**src/hvmrc_pkg.sv**
```systemverilog
package hvmrc_pkg;

  // Register word addresses
  localparam logic [3:0] HVMRC_ADDR_CTRL = 4'h0;
  localparam logic [3:0] HVMRC_ADDR_GPIO = 4'h1;
  localparam logic [3:0] HVMRC_ADDR_PULL = 4'h2;
  localparam logic [3:0] HVMRC_ADDR_WKSRC = 4'h3;
  localparam logic [3:0] HVMRC_ADDR_STAT = 4'h4;
  localparam logic [3:0] HVMRC_ADDR_IRQ_STAT = 4'h5;
  localparam logic [3:0] HVMRC_ADDR_IRQ_MASK = 4'h6;
  localparam logic [3:0] HVMRC_ADDR_WKFLAG = 4'h7;
  localparam logic [3:0] HVMRC_ADDR_WKLVL = 4'h8;
  localparam logic [3:0] HVMRC_ADDR_CMD = 4'h9;

  // Field positions
  localparam int HVMRC_CTRL_MEAS_BIT = 0;
  localparam int HVMRC_CMD_SLEEP_BIT = 0;
  localparam int HVMRC_WKSRC_SENSE_BIT = 0;
  localparam int HVMRC_WKSRC_GPIO_BIT = 1;
  localparam int HVMRC_WKSRC_OTHER_BIT = 2;
  localparam int HVMRC_IRQ_CMD_ERR_BIT = 0;
  localparam int HVMRC_IRQ_WAKE_BIT = 1;
  localparam int HVMRC_IRQ_RESTART_BIT = 2;

  // Reset values, widths and GPIO modes
  localparam int HVMRC_IRQ_W = 3;
  localparam logic [2:0] HVMRC_GPIO_OFF = 3'h0;
  localparam logic [2:0] HVMRC_GPIO_FAILOUT = 3'h1;
  localparam logic [2:0] HVMRC_GPIO_WAKE = 3'h2;
  localparam logic [3:0] HVMRC_PULL_RST = 4'h0;
  localparam logic [2:0] HVMRC_WKSRC_RST = 3'h1;
  localparam logic [2:0] HVMRC_IRQ_MASK_RST = 3'h0;

  typedef enum logic [2:0] {
    HVMRC_MODE_INIT,
    HVMRC_MODE_NORMAL,
    HVMRC_MODE_STOP,
    HVMRC_MODE_SLEEP,
    HVMRC_MODE_RESTART,
    HVMRC_MODE_FAILSAFE
  } hvmrc_mode_t;

  typedef struct packed {
    logic [3:0] address;
    logic read;
    logic write;
    logic [31:0] writedata;
  } hvmrc_av_req_t;

  typedef struct packed {
    logic [31:0] readdata;
    logic waitrequest;
  } hvmrc_av_rsp_t;

  typedef struct packed {
    logic sense_pu;
    logic sense_pd;
    logic shared_pu;
    logic shared_pd;
  } hvmrc_pull_t;

endpackage : hvmrc_pkg

```
**src/hvmrc_pin_gate.sv**
```systemverilog
`timescale 1ns/1ps
module hvmrc_pin_gate
  import hvmrc_pkg::*;
(
  input wire logic meas_i,
  input wire logic [3:0] pull_cfg_i,
  input wire logic [2:0] gpio_cfg_i,
  input wire logic fail_output_req_i,
  input wire logic fail_output_test_i,
  input wire logic hv_wake_sense_pin_i,
  input wire logic failout_shared_pin_i,
  output hvmrc_pkg::hvmrc_pull_t pull_o,
  output logic sense_in_o,
  output logic shared_in_o,
  output logic fail_output_o,
  output logic shared_oe_n_o
);
  logic fail_output_test;

  always_comb begin
    pull_o = meas_i ? '0 : hvmrc_pull_t'(pull_cfg_i);
    sense_in_o = hv_wake_sense_pin_i & ~meas_i;
    shared_in_o = failout_shared_pin_i & ~meas_i;
    fail_output_test = (gpio_cfg_i == HVMRC_GPIO_FAILOUT) & (fail_output_req_i | fail_output_test_i);
    fail_output_o = fail_output_test & ~meas_i;
    shared_oe_n_o = ~(fail_output_test & ~meas_i);
  end
endmodule : hvmrc_pin_gate

```
**src/hvmrc_wake_track.sv**
```systemverilog
`timescale 1ns/1ps
module hvmrc_wake_track
  import hvmrc_pkg::*;
(
  input wire logic core_clk_i,
  input wire logic rst_i,
  input wire logic sense_in_i,
  input wire logic shared_in_i,
  input wire logic meas_i,
  input wire logic shared_wake_en_i,
  input wire logic clr_flags_i,
  output logic [1:0] flags_o,
  output logic [1:0] level_o,
  output logic wake_evt_o
);
  logic [1:0] in_now;
  logic [1:0] prev_reg;
  logic [1:0] edge_hit;

  assign in_now = {shared_in_i, sense_in_i};
  assign edge_hit = (in_now ^ prev_reg) & {shared_wake_en_i, 1'b1} & {2{~meas_i}};
  assign wake_evt_o = |edge_hit;

  always_ff @(posedge core_clk_i) begin
    if (rst_i) begin
      prev_reg <= 2'h0;
      level_o <= 2'h0;
    end else if (!meas_i) begin
      prev_reg <= in_now;
      level_o <= in_now;
    end
  end

  // Set wins over a read clear
  always_ff @(posedge core_clk_i) begin
    if (rst_i) flags_o <= 2'h0;
    else flags_o <= (clr_flags_i ? 2'h0 : flags_o) | edge_hit;
  end
endmodule : hvmrc_wake_track

```
**src/hvmrc_route_ctrl.sv**
```systemverilog
// Our own choices: register access over Avalon-MM and the register addresses.
`timescale 1ns/1ps
module hvmrc_route_ctrl
  import hvmrc_pkg::*;
(
  input wire logic core_clk_i,
  input wire logic rst_i,
  input wire hvmrc_pkg::hvmrc_av_req_t av_req_i,
  output hvmrc_pkg::hvmrc_av_rsp_t av_rsp_o,
  input wire hvmrc_pkg::hvmrc_mode_t mode_i,
  input wire logic hv_wake_sense_pin_i,
  input wire logic failout_shared_pin_i,
  input wire logic fail_output_req_i,
  output logic sense_route_switch_o,
  output hvmrc_pkg::hvmrc_pull_t pull_o,
  output logic fail_output_o,
  output logic shared_oe_n_o,
  output logic restart_req_o,
  output logic irq_o
);
  import hvmrc_pkg::*;

  logic hv_measure_enable_reg;
  logic [2:0] gpio_cfg_reg;
  logic [3:0] wake_pull_config_reg;
  logic [2:0] wake_source_ctrl_b_reg;
  logic fail_output_test_reg;
  logic [HVMRC_IRQ_W-1:0] irq_stat_reg;
  logic [HVMRC_IRQ_W-1:0] irq_mask_reg;
  logic [31:0] rdata_reg;
  logic ack_reg;
  logic switch_reg;
  logic restart_reg;
  logic acc;
  logic wr;
  logic rd;
  logic [31:0] wd;
  logic meas_set_try;
  logic meas_refused;
  logic gpio_err;
  logic sleep_err;
  logic cmd_err;
  logic sense_in;
  logic shared_in;
  logic [1:0] wk_flags;
  logic [1:0] wk_level;
  logic wake_evt;
  logic shared_wake_en;
  logic [HVMRC_IRQ_W-1:0] irq_evt;

  ////////////////////////////////////////////////////////////////////////////////
  // Bus slave: one wait cycle, answer in the next

  assign acc = (av_req_i.read | av_req_i.write) & ~ack_reg;
  assign wr = av_req_i.write & ~ack_reg;
  assign rd = av_req_i.read & ~ack_reg;
  assign wd = av_req_i.writedata;
  assign av_rsp_o.waitrequest = (av_req_i.read | av_req_i.write) & ~ack_reg;
  assign av_rsp_o.readdata = rdata_reg;

  always_ff @(posedge core_clk_i) begin
    if (rst_i) ack_reg <= 1'b0;
    else ack_reg <= acc;
  end

  always_ff @(posedge core_clk_i) begin
    if (rst_i) begin
      rdata_reg <= 32'h0;
    end else if (rd) begin
      case (av_req_i.address)
        HVMRC_ADDR_CTRL: rdata_reg <= {31'h0, hv_measure_enable_reg};
        HVMRC_ADDR_GPIO: rdata_reg <= {29'h0, gpio_cfg_reg};
        HVMRC_ADDR_PULL: rdata_reg <= {28'h0, wake_pull_config_reg};
        HVMRC_ADDR_WKSRC: rdata_reg <= {29'h0, wake_source_ctrl_b_reg};
        HVMRC_ADDR_STAT: rdata_reg <= {29'h0, restart_reg, switch_reg, fail_output_test_reg};
        HVMRC_ADDR_IRQ_STAT: rdata_reg <= {29'h0, irq_stat_reg};
        HVMRC_ADDR_IRQ_MASK: rdata_reg <= {29'h0, irq_mask_reg};
        HVMRC_ADDR_WKFLAG: rdata_reg <= {30'h0, wk_flags};
        HVMRC_ADDR_WKLVL: rdata_reg <= {30'h0, wk_level};
        default: rdata_reg <= 32'h0;
      endcase
    end
  end

  ////////////////////////////////////////////////////////////////////////////////
  // Configuration

  assign meas_set_try = wr && av_req_i.address == HVMRC_ADDR_CTRL && wd[HVMRC_CTRL_MEAS_BIT];
  assign meas_refused = meas_set_try && !hv_measure_enable_reg
                        && gpio_cfg_reg != HVMRC_GPIO_OFF;
  assign gpio_err = wr && av_req_i.address == HVMRC_ADDR_GPIO && hv_measure_enable_reg
                    && wd[3:0] != {fail_output_test_reg, gpio_cfg_reg};
  // Only gated pin sources armed: sleep cannot be woken
  assign sleep_err = wr && av_req_i.address == HVMRC_ADDR_CMD && wd[HVMRC_CMD_SLEEP_BIT]
                     && hv_measure_enable_reg
                     && !wake_source_ctrl_b_reg[HVMRC_WKSRC_OTHER_BIT];
  assign cmd_err = meas_refused | gpio_err | sleep_err;

  always_ff @(posedge core_clk_i) begin
    if (rst_i) hv_measure_enable_reg <= 1'b0;
    else if (wr && av_req_i.address == HVMRC_ADDR_CTRL && !meas_refused)
      hv_measure_enable_reg <= wd[HVMRC_CTRL_MEAS_BIT];
  end

  // Writes still stored while measuring; pin gate ignores them
  always_ff @(posedge core_clk_i) begin
    if (rst_i) begin
      gpio_cfg_reg <= HVMRC_GPIO_OFF;
      wake_pull_config_reg <= HVMRC_PULL_RST;
      wake_source_ctrl_b_reg <= HVMRC_WKSRC_RST;
      fail_output_test_reg <= 1'b0;
    end else if (wr) begin
      case (av_req_i.address)
        HVMRC_ADDR_GPIO: begin
          gpio_cfg_reg <= wd[2:0];
          fail_output_test_reg <= wd[3];
        end
        HVMRC_ADDR_PULL: wake_pull_config_reg <= wd[3:0];
        HVMRC_ADDR_WKSRC: wake_source_ctrl_b_reg <= wd[2:0];
        default: ;
      endcase
    end
  end

  ////////////////////////////////////////////////////////////////////////////////
  // Switch and restart request

  always_ff @(posedge core_clk_i) begin
    if (rst_i) switch_reg <= 1'b0;
    else switch_reg <= hv_measure_enable_reg & (mode_i == HVMRC_MODE_NORMAL);
  end
  assign sense_route_switch_o = switch_reg;

  always_ff @(posedge core_clk_i) begin
    if (rst_i) restart_reg <= 1'b0;
    else restart_reg <= sleep_err;
  end
  assign restart_req_o = restart_reg;

  ////////////////////////////////////////////////////////////////////////////////
  // Pins and wake tracking

  assign shared_wake_en = (gpio_cfg_reg == HVMRC_GPIO_WAKE)
                          & wake_source_ctrl_b_reg[HVMRC_WKSRC_GPIO_BIT];

  hvmrc_pin_gate u_gate (
    .meas_i(hv_measure_enable_reg),
    .pull_cfg_i(wake_pull_config_reg),
    .gpio_cfg_i(gpio_cfg_reg),
    .fail_output_req_i(fail_output_req_i),
    .fail_output_test_i(fail_output_test_reg),
    .hv_wake_sense_pin_i(hv_wake_sense_pin_i),
    .failout_shared_pin_i(failout_shared_pin_i),
    .pull_o(pull_o),
    .sense_in_o(sense_in),
    .shared_in_o(shared_in),
    .fail_output_o(fail_output_o),
    .shared_oe_n_o(shared_oe_n_o)
  );

  hvmrc_wake_track u_wake (
    .core_clk_i(core_clk_i),
    .rst_i(rst_i),
    .sense_in_i(sense_in),
    .shared_in_i(shared_in),
    .meas_i(hv_measure_enable_reg),
    .shared_wake_en_i(shared_wake_en),
    .clr_flags_i(rd && av_req_i.address == HVMRC_ADDR_WKFLAG),
    .flags_o(wk_flags),
    .level_o(wk_level),
    .wake_evt_o(wake_evt)
  );

  ////////////////////////////////////////////////////////////////////////////////
  // Interrupts: sticky, read clears, set wins

  assign irq_evt = {sleep_err, wake_evt, cmd_err};

  always_ff @(posedge core_clk_i) begin
    if (rst_i) irq_stat_reg <= '0;
    else if (rd && av_req_i.address == HVMRC_ADDR_IRQ_STAT) irq_stat_reg <= irq_evt;
    else irq_stat_reg <= irq_stat_reg | irq_evt;
  end

  always_ff @(posedge core_clk_i) begin
    if (rst_i) irq_mask_reg <= HVMRC_IRQ_MASK_RST;
    else if (wr && av_req_i.address == HVMRC_ADDR_IRQ_MASK) irq_mask_reg <= wd[2:0];
  end

  assign irq_o = |(irq_stat_reg & irq_mask_reg);
endmodule : hvmrc_route_ctrl

```
**config.mk**
```make
export PLATFORM = sky130hd
export DESIGN_NAME = hvmrc_route_ctrl
export DESIGN_NICKNAME = d
export VERILOG_FILES = /design/src/hvmrc_pkg.sv /design/src/hvmrc_pin_gate.sv /design/src/hvmrc_wake_track.sv /design/src/hvmrc_route_ctrl.sv
export SDC_FILE = /design/constraint.sdc
export NUM_CORES = 1
export LEC_CHECK = 0
export BUFFER_PORTS_ARGS = -buffer_cell sky130_fd_sc_hd__buf_2
export CAP_MARGIN = 20
export CORE_UTILIZATION = 42
export DETAILED_ROUTE_END_ITERATION = 8
export PLACE_DENSITY = 0.76
export REMOVE_ABC_BUFFERS = 1
export SLEW_MARGIN = 15
export SYNTH_ARGS = -nofsm -noshare
export SYNTH_HDL_FRONTEND = slang
export SYNTH_HIERARCHICAL = 1
export SYNTH_SLANG_ARGS = --single-unit
```
**constraint.sdc**
```tcl
create_clock -name core_clk_i -period 1.45 [get_ports core_clk_i]
set_clock_uncertainty 0.1 [all_clocks]
set_input_delay 0.29 -clock core_clk_i [delete_from_list [all_inputs] [get_ports core_clk_i]]
set_output_delay 0.29 -clock core_clk_i [all_outputs]
set_load 0.01 [all_outputs]
```
==> results.md, run 1 <==
* Status: finished with violations
* Failing checks: negative setup slack
* Longest Clk Path Bufs at 2
* Worst-path clk slew at 0.07 ns
* Crit path max-delay family: flip-flops
* Layout Nets at 320
* Starting Density at 45.1%
* Setup WS post-layout at -0.170 ns
* Boundary Pins at 88
* Reg-to-Reg End: hv_measure_enable_reg
* R2R depth at 4
* Worst-Skew Late Latency at 0.29 ns
* CTS tree: done
* Synth area leader: dfxtp_1
* Overall power at 0.00180 W
* Crit-path cells: buf_6, nor4b_4, o21a_1, buf_2
* DRC errors left at 0
* Pre-CTS worst setup slack at -0.247 ns
* Setup TNS at -1.15 ns
* Synth-to-Final Area Change at 25.4%
* Slowest cell on the critical path: dfxtp_4
* Ys async rst share at 0%
* Max cap viols at 0
* Die Ht at 68.5 microns
* Hold EP: sense_route_switch_o
* Achievable Freq at 617 MHz
* Die area at about 4700 sq um
* Hold depth at 2
* Post-route cell area at roughly 2300 sq um
* Fill cells at 382
* Arrival time worst endpoint at ~1.2 ns
* Vias per cell at between 5 and 6
* Hold_sp: mode_i[2]
* Sequential share of the synthesized area at 31.3%
* Yosys warns at 6
* Max H-tree Level at 2
* Peak supply drop at 0.481 mV
* Input/output buffers at 31
* R2R Setup Slk at -0.09 ns
* Fin. max-slew vios at 0
* Cell count after synthesis at 216
* Total CTS buffers at 5
* Final worst-path cycle share at 112%
* Pre-Repair DR Iteration Count at 4
* CP Capture Type: output port
* Final Hold Fails at 0
* Count leader, synth: buf_4
* PD cells at around 770 nW/um^2
* Rows at 23
* Startpoint types: flip-flop
* Worst path depth at 4
* Ys flop type: dfxtp_1
* Routed WL at 4.66 mm
* CP peak stage delay at 0.34 ns
* Top post-synthesis cells by area: dfxtp_1 (31%), buf_4 (12%), mux2i_1 (5.4%), nand2_1 (4.2%), a21oi_1 (3.8%)
* Layout cells sized above 1 at between 30% and 40%
* Chip width at a little under 70 microns
* Top post-synthesis cells by count: buf_4 (30), dfxtp_1 (29), nand2_1 (21), a21oi_1 (14), nor2_1 (14)
* Pin count of the biggest net entering global routing at 23
* Hold_buf cts at 0
* Core area at roughly 4100 sq um
* GPL Wtd Cong at 0.888
* Seq cells post-synth at 29
* Vias at ~1700
* Worst min path class: in2reg
* HPWL Detailed at 3.37 mm
* Core Util, Final at between 50% and 60%
* Yosys top cell area share at a little under a third
* Vias in the first global route at 1522
* Root buffer cell: clkbuf_8
* Synthesized area per cell at 8.59 sq um
* GRT Total Usage at 21.6%
* Global-route wire length before repair at 7.27 mm
* Worst Path Buf+Inv at 2
* Antenna violations before repair at 0
* RSZ-0062 raised after global routing: yes
* Crit Path Max Fanout at 3
* Critical path class: reg2out
* Cell Area, Placed at ~2100 sq um
* Synth unique cells at 48
* Final Setup Violations at 11
* Synthesized area at ~1900 sq um
* Reg-to-reg startpoint: ack_reg
* DRT antenna net count at 0
* # diodes at 0
* Global route overflow at 0
* Clk sink count at 29
* Min cycle time layout at 1.62 ns
* Worst EP required at 1.06 ns
* DRT iter0 DRCs at 70
* Routed length per instance at 14.3 microns
* Post-synth EDFFs at 0
* Static Leak at 1.01 nW
==> worst max path at each step <==
stage	start	to	slack, ns
4_1_cts	hv_measure_enable_reg	fail_output_o	-0.20
2_1_floorplan	hv_measure_enable_reg	irq_stat_reg[1]	-0.08
5_1_grt	irq_mask_reg[0]	irq_o	-0.23
6_report	hv_measure_enable_reg	fail_output_o	-0.17
3_3_place_gp	av_req_i[36]	irq_stat_reg[0]	-0.24
3_5_place_dp	av_req_i[36]	irq_stat_reg[0]	-0.25
==> power breakdown <==
group	internal, W	switching, W	total [W]
sequential	0.000816	0.0000195	0.000835
combinational	0.000138	0.000175	0.000313
clock	0.000332	0.000321	0.000652
==> what timing repair did <==
item,in CTS,in global routing
endpoints found under the setup margin,19,20
pin swaps,7,2
setup buffers,3,0
resized for setup,22,8
==> kinds of logic (layout without fill, tap and decap cells) <==
kind of cell,after synthesis,after routing,share of synthesized area (%)
flip-flops,29,29,31.3
other,1,28,0.202
AO/OA/AOI/OAI,36,36,13.6
AND/OR/NAND/NOR,88,88,28.5
XOR/XNOR,6,6,2.83
buffers and inverters,43,75,16.3
multiplexers,13,13,7.22
==> stage by stage <==
stage	hold WS [ns]	instances
2_1_floorplan	0.259	202
3_3_place_gp	0.341	314
3_5_place_dp	0.343	314
4_1_cts	0.0593	325
5_1_grt	0.0692	325
6_report	0.0581	325
==> worst reg2reg max path, delay by kind of cell (launching register included) <==
family,cells,cell delay [ns]
flops,1,0.37
simple gates,3,0.73
mux,1,0.23
==> metal layers <==
metal | vias to the layer above | GRT usage [%] | share of wire [%]
met5 | - | 0 | 0
met4 | 0 | 8.07 | 1.6
met3 | 9 | 4.67 | 3.9
met2 | 48 | 36.5 | 50
met1 | 817 | 26.6 | 45
li1 | 821 | - | -
==> area by class of cell <==
| class | instances | area, sq um | share of cell area [%] |
|---|---|---|---|
| multi-input cells | 171 | 1130 | 48.7 |
| flip-flops and latches | 29 | 597 | 25.7 |
| repair buffers | 65 | 443 | 19.0 |
| clock buffers | 6 | 72.6 | 3.12 |
| well taps | 50 | 62.6 | 2.69 |
| clock inverters | 2 | 10.0 | 0.430 |
| inverters | 2 | 7.51 | 0.323 |
==> layout by cell type (no fill, tap or decap), types with 2 or more instances in the layout <==
cell type / netlist / final
a211oi_1: 3 / 2
a21oi_1: 14 / 13
a221o_1: 2 / 2
a32oi_1: 2 / 2
and2b_1: 2 / 2
and2b_2: 6 / 6
buf_2: 5 / 27
buf_4: 30 / 32
buf_6: 3 / 6
clkbuf_8: 0 / 5
clkinv_2: 0 / 2
conb_1: 1 / 28
dfxtp_1: 29 / 20
dfxtp_2: 0 / 7
dfxtp_4: 0 / 2
inv_1: 2 / 2
mux2_2: 3 / 3
mux2i_1: 10 / 10
nand2_1: 21 / 20
nand2b_1: 4 / 4
nand3_1: 8 / 8
nand3b_1: 4 / 4
nand4_1: 2 / 2
nor2_1: 14 / 13
nor2b_1: 7 / 7
nor3_1: 5 / 5
nor3_2: 3 / 2
nor4b_4: 1 / 2
o31ai_1: 2 / 2
or3b_2: 2 / 2
xnor2_1: 6 / 4
xnor2_2: 0 / 2
Power figures use the tool's default switching activity.
==> inputs of run 2 (changes only) <==
--- a/config.mk
+++ b/config.mk
@@ -9,6 +9,7 @@
 export CAP_MARGIN = 20
 export CORE_UTILIZATION = 42
 export DETAILED_ROUTE_END_ITERATION = 8
+export GPL_TIMING_DRIVEN = 0
 export PLACE_DENSITY = 0.76
 export REMOVE_ABC_BUFFERS = 1
 export SLEW_MARGIN = 15
==> run 2 against run 1 <==
The flow still finishes with violations (negative setup slack). Utilization up 0.82 points. Flip-flop and latch count stayed put. Worst hold slack better by 0.0015 ns. Power increased by 4.9%. Non-clock buffer count shrank 17. Final area is 1.5% higher. Routed wire length fell by 1.2%. Final cell count shrank 5.2%. First-iteration DRC count grew 14%.
==> results.md, run 2 (synthesized netlist as in run 1, its figures left out) <==
* Hold_sp: mode_i[2]
* Die area at 4690 sq um
* Critical path class: reg2out
* Setup WS post-layout at -0.142 ns
* Synth-to-Final Area Change at 27.2%
* Most common cell after layout, fill and taps aside: conb_1
* Layout cells sized above 1 at 43.0%
* Antenna violations before repair at 0
* Final Setup Violations at 19
* Rows at 23
* GPL Wtd Cong at between 0.8 and 0.9
* Longest Clk Path Bufs at 2
* Most frequent cells in the layout: conb_1 (28), buf_2 (25), dfxtp_1 (20), nor2_1 (13), buf_4 (13)
* Worst-margin pin slew at between 0.6 and 0.7 ns
* GRT Total Usage at 20.5%
* Final Hold Fails at 0
* Hold_buf cts at 0
* Vias in the first global route at roughly 1400
* CTS tree: done
* Clk sink count at 29
* Post-route cell area at roughly 2400 sq um
* Cell Area, Placed at roughly 1900 sq um
* Worst EP required at 1.06 ns
* Hold depth at 2
* HPWL Detailed at 2.89 mm
* Vias per cell at 5.39
* Core area at 4120 sq um
* Worst-path clk slew at about 0.060 ns
* Boundary Pins at 88
* DRT antenna net count at 0
* Static Leak at 0.965 nW
* Fill cells at 375
* Global route overflow at 0
* # diodes at 0
* DRC errors left at 0
* RSZ-0062 raised after global routing: yes
* PD cells at 800 nW/um^2
* Achievable Freq at about 630 MHz
* WHS at around 0.060 ns
* Pin count of the biggest net entering global routing at 33
* DRT iter0 DRCs at 80
* Fin. max-slew vios at 0
* Routed WL at around 4.6 mm
* Root buffer cell: clkbuf_8
* Worst-Skew Late Latency at ~0.29 ns
* Startpoint types: flip-flop
* Worst min path class: in2reg
* Input/output buffers at 31
* CP Capture Type: output port
* Starting Density at 45.1%
* Max cap viols at 0
* Arrival time worst endpoint at ~1.2 ns
* Peak supply drop at between 0.5 and 0.6 mV
* Die Ht at 68.5 microns
* Reg-to-Reg End: hv_measure_enable_reg
* Slew HR at 58.6%
* Crit Path Max Fanout at 2
* Failing checks: negative setup slack
* R2R Setup Slk at -0.10 ns
* Global-route wire length before repair at a little under 7 mm
* Hold EP: sense_route_switch_o
* Pre-Repair DR Iteration Count at 4
* Final worst-path cycle share at 110%
* Reg-to-reg startpoint: ack_reg
* Vias at 1661
* Chip width at 68.5 microns
* Overall power at 0.00189 W
* R2R depth at 4
* Routed length per instance at ~15 microns
* Status: finished with violations
* Total CTS buffers at 5
* Min cycle time layout at 1.59 ns
* Max H-tree Level at 2
* Layout Nets at 303
==> run 2: worst max-delay path by stage <==
| stage | startpoint | end | slack (ns) | depth (start not counted) |
|---|---|---|---|---|
| finish | gpio_cfg_reg[1] | fail_output_o | -0.14 | 3 |
| global route | hv_measure_enable_reg | shared_oe_n_o | -0.21 | 3 |
| CTS | hv_measure_enable_reg | fail_output_o | -0.16 | 3 |
| detailed placement | av_req_i[35] | rdata_reg[2] | -0.55 | 5 |
| global placement | av_req_i[35] | rdata_reg[2] | -0.57 | 5 |
| floorplan | hv_measure_enable_reg | irq_stat_reg[1] | -0.08 | 5 |
==> run 2: where the power goes <==
part | leakage (nW) | internal (W) | total (W) | switching, W
registers | 0.241 | 0.000811 | 0.000830 | 0.0000195
logic | 0.670 | 0.000121 | 0.000305 | 0.000184
clock network | 0.0542 | 0.000428 | 0.000753 | 0.000325
total | 0.965 | 0.00136 | 0.00189 | 0.000528
==> run 2: cell type report <==
type,instances,area [sq um],area share [%]
Multi-Input combinational cell,171,1250,52.9
Sequential cell,29,604,25.6
Timing Repair Buffer,48,335,14.2
Clock buffer,7,96.3,4.08
Tap cell,50,62.6,2.65
Inverter,2,7.51,0.318
Clock inverter,1,5.00,0.212
==> run 2: per-layer routing <==
| metal | vias to the layer above | share of wire, % | global-route usage [%] |
|---|---|---|---|
| li1 | 788 | - | - |
| met1 | 798 | 43 | 25.3 |
| met2 | 62 | 47 | 32.0 |
| met3 | 13 | 7.1 | 7.17 |
| met4 | 0 | 2.7 | 8.85 |
| met5 | - | 0 | 0 |
==> run 2: critical path, stage by stage (launching register included) <==
cell     delay [ns]
dfxtp_4        0.35
nor4b_4        0.29
o21a_1         0.15
buf_2          0.12
==> run 2: timing repair <==
action | 4_1_cts | 5_1_grt
hold endpoints to repair | 0 | 0
endpoints found under the setup margin | 28 | 26
resized for setup | 20 | 47
pin swaps | 6 | 13
setup buffers | 9 | 9
==> run 2: metrics by stage <==
stage | worst slack, ns | instances | setup TNS, ns | utilization [%]
final | -0.142 | 308 | -1.02 | 57.3
after global routing | -0.207 | 308 | -2.24 | 57.3
after CTS | -0.164 | 300 | -1.01 | 51.6
after detailed placement | -0.545 | 283 | -8.14 | 45.7
after global placement | -0.570 | 283 | -8.01 | 45.7
after floorplan | -0.0770 | 202 | -0.189 | -
==> inputs of run 3 (changes only) <==
--- a/config.mk
+++ b/config.mk
@@ -11,6 +11,7 @@
 export DETAILED_ROUTE_END_ITERATION = 8
 export GPL_TIMING_DRIVEN = 0
 export PLACE_DENSITY = 0.76
+export RECOVER_POWER = 100
 export REMOVE_ABC_BUFFERS = 1
 export SLEW_MARGIN = 15
 export SYNTH_ARGS = -nofsm -noshare
==> run 3 against run 2 <==
The flow still finishes with violations (negative setup slack). Final area about the same. Largest power group unchanged. Routed wire length about the same. Sequential power is essentially flat. Sequential share of layout area hardly changed. Largest cell class unchanged.
==> results.md, run 3 (synthesized netlist as in run 1, its figures left out) <==
* GPL Wtd Cong at 0.873
* Most frequent cells in the layout: conb_1 (28), buf_2 (23), dfxtp_1 (20), nor2_1 (13), buf_4 (13)
* Worst EP required at 1.06 ns
* Total CTS buffers at 5
* Critical path class: reg2out
* DRC errors left at 0
* Worst-Skew Late Latency at 0.29 ns
* Storage element area at 604 sq um
* Arrival time worst endpoint at 1.20 ns
* Pre-Repair DR Iteration Count at 4
* Vias at between 1500 and 2000
* Most common cell after layout, fill and taps aside: conb_1
* Final Setup Violations at 20
* Root buffer cell: clkbuf_8
* GRT Total Usage at between 20 and 25%
* Global route overflow at 0
* Clk sink count at 29
* Static Leak at 0.961 nW
* Setup TNS at -1.08 ns
* Routed length per instance at 15.0 microns
* CTS tree: done
* Peak supply drop at 0.580 mV
* Antenna violations before repair at 0
* Pin count of the biggest net entering global routing at 33
* Worst-path clk slew at 0.06 ns
* Cell Area, Placed at 1880 sq um
* Pre-CTS worst setup slack at -0.545 ns
* Final Hold Fails at 0
* Fill cells at approximately 370
* Boundary Pins at between 80 and 90
* Slew HR at around 54%
* HPWL Detailed at roughly 2.9 mm
* R2R Setup Slk at -0.10 ns
* Multi-input combinational cell area at roughly 1200 sq um
* DRT iter0 DRCs at 80
* PD cells at 801 nW/um^2
* R2R depth at 4
* Post-route cell area at 2360 sq um
* Reg-to-Reg End: hv_measure_enable_reg
* Hold_buf cts at 0
* Fin. max-slew vios at 0
* Min cycle time layout at around 1.6 ns
* Final worst-path cycle share at 110%
* Hold EP: sense_route_switch_o
* Rows at 23
* Status: finished with violations
* Longest Clk Path Bufs at 2
* Max cap viols at 0
* Max H-tree Level at 2
* Failing checks: negative setup slack
* RSZ-0062 raised after global routing: yes
* Core Util, Final at between 50% and 60%
* Die area at 4690 sq um
* Achievable Freq at 628 MHz
* Hold_sp: mode_i[2]
* Worst-margin pin slew at 0.694 ns
* Startpoint types: flip-flop
* Layout Nets at 303
* Starting Density at 45.1%
* CP Capture Type: output port
* Input/output buffers at 31
* Vias per cell at 5.39
* Crit Path Max Fanout at 2
* Worst min path class: in2reg
* Chip width at 68.5 microns
* DRT antenna net count at 0
* Vias in the first global route at 1411
* # diodes at 0
* Die Ht at 68.5 microns
* Global-route wire length before repair at about 6.7 mm
* Hold depth at 2
* Synth-to-Final Area Change at 27.1%
* Core area at 4120 sq um
* Layout cells sized above 1 at 42.6%
* Setup WS post-layout at -0.142 ns
* Routed WL at 4.61 mm
* Reg-to-reg startpoint: ack_reg
-- run 3: changes by cell type in the layout (fill, tap and decap cells not counted) --
cell,previous run,this run
buf_2,25,23
clkbuf_1,0,1
clkbuf_2,0,1
-- run 3: through the flow --
stage               hold WS (ns)  total power (W)  instances
global placement           0.343          0.00108        283
CTS                       0.0408          0.00185        300
global route              0.0657          0.00198        308
detailed placement         0.347          0.00108        283
finish                    0.0596          0.00189        308
floorplan                  0.259         0.000985        202
-- run 3: worst max path at each step --
stage / startpoint / endpoint / slack (ns) / depth (start not counted)
2_1_floorplan: hv_measure_enable_reg / irq_stat_reg[1] / -0.08 / 5
3_3_place_gp: av_req_i[35] / rdata_reg[2] / -0.57 / 5
3_5_place_dp: av_req_i[35] / rdata_reg[2] / -0.55 / 5
4_1_cts: hv_measure_enable_reg / fail_output_o / -0.16 / 3
5_1_grt: hv_measure_enable_reg / shared_oe_n_o / -0.21 / 3
6_report: gpio_cfg_reg[1] / fail_output_o / -0.14 / 3
-- run 3: power breakdown --
part | internal, W | switching [W] | leakage (nW)
Combinational | 0.000121 | 0.000184 | 0.666
Sequential | 0.000811 | 0.0000195 | 0.241
Clock | 0.000428 | 0.000325 | 0.0542
Total | 0.00136 | 0.000528 | 0.961
-- run 3: layout make-up --
type	count	area share, %
inverters	2	0.318
clock buffers	7	4.08
flip-flops and latches	29	25.6
multi-input cells	171	52.9
repair buffers	48	14.2
well taps	50	2.65
clock inverters	1	0.212
-- run 3: timing repair --
action,4_1_cts,5_1_grt
cloned,0,0
endpoints found under the setup margin,28,26
resized for setup,20,47
buffers inserted,9,9
pin swaps,6,13
-- run 3: per-layer routing --
metal	vias up	track usage (%)	part of all wire, %
met5	-	0	0
met4	0	8.85	2.7
met3	13	7.17	7.1
met2	62	32.0	47
met1	798	25.3	43
li1	788	-	-
-- run 3: worst max-delay path, stage by stage, from the launching register on --
cell	delay, ns
dfxtp_4	0.35
nor4b_4	0.29
o21a_1	0.15
buf_2	0.12
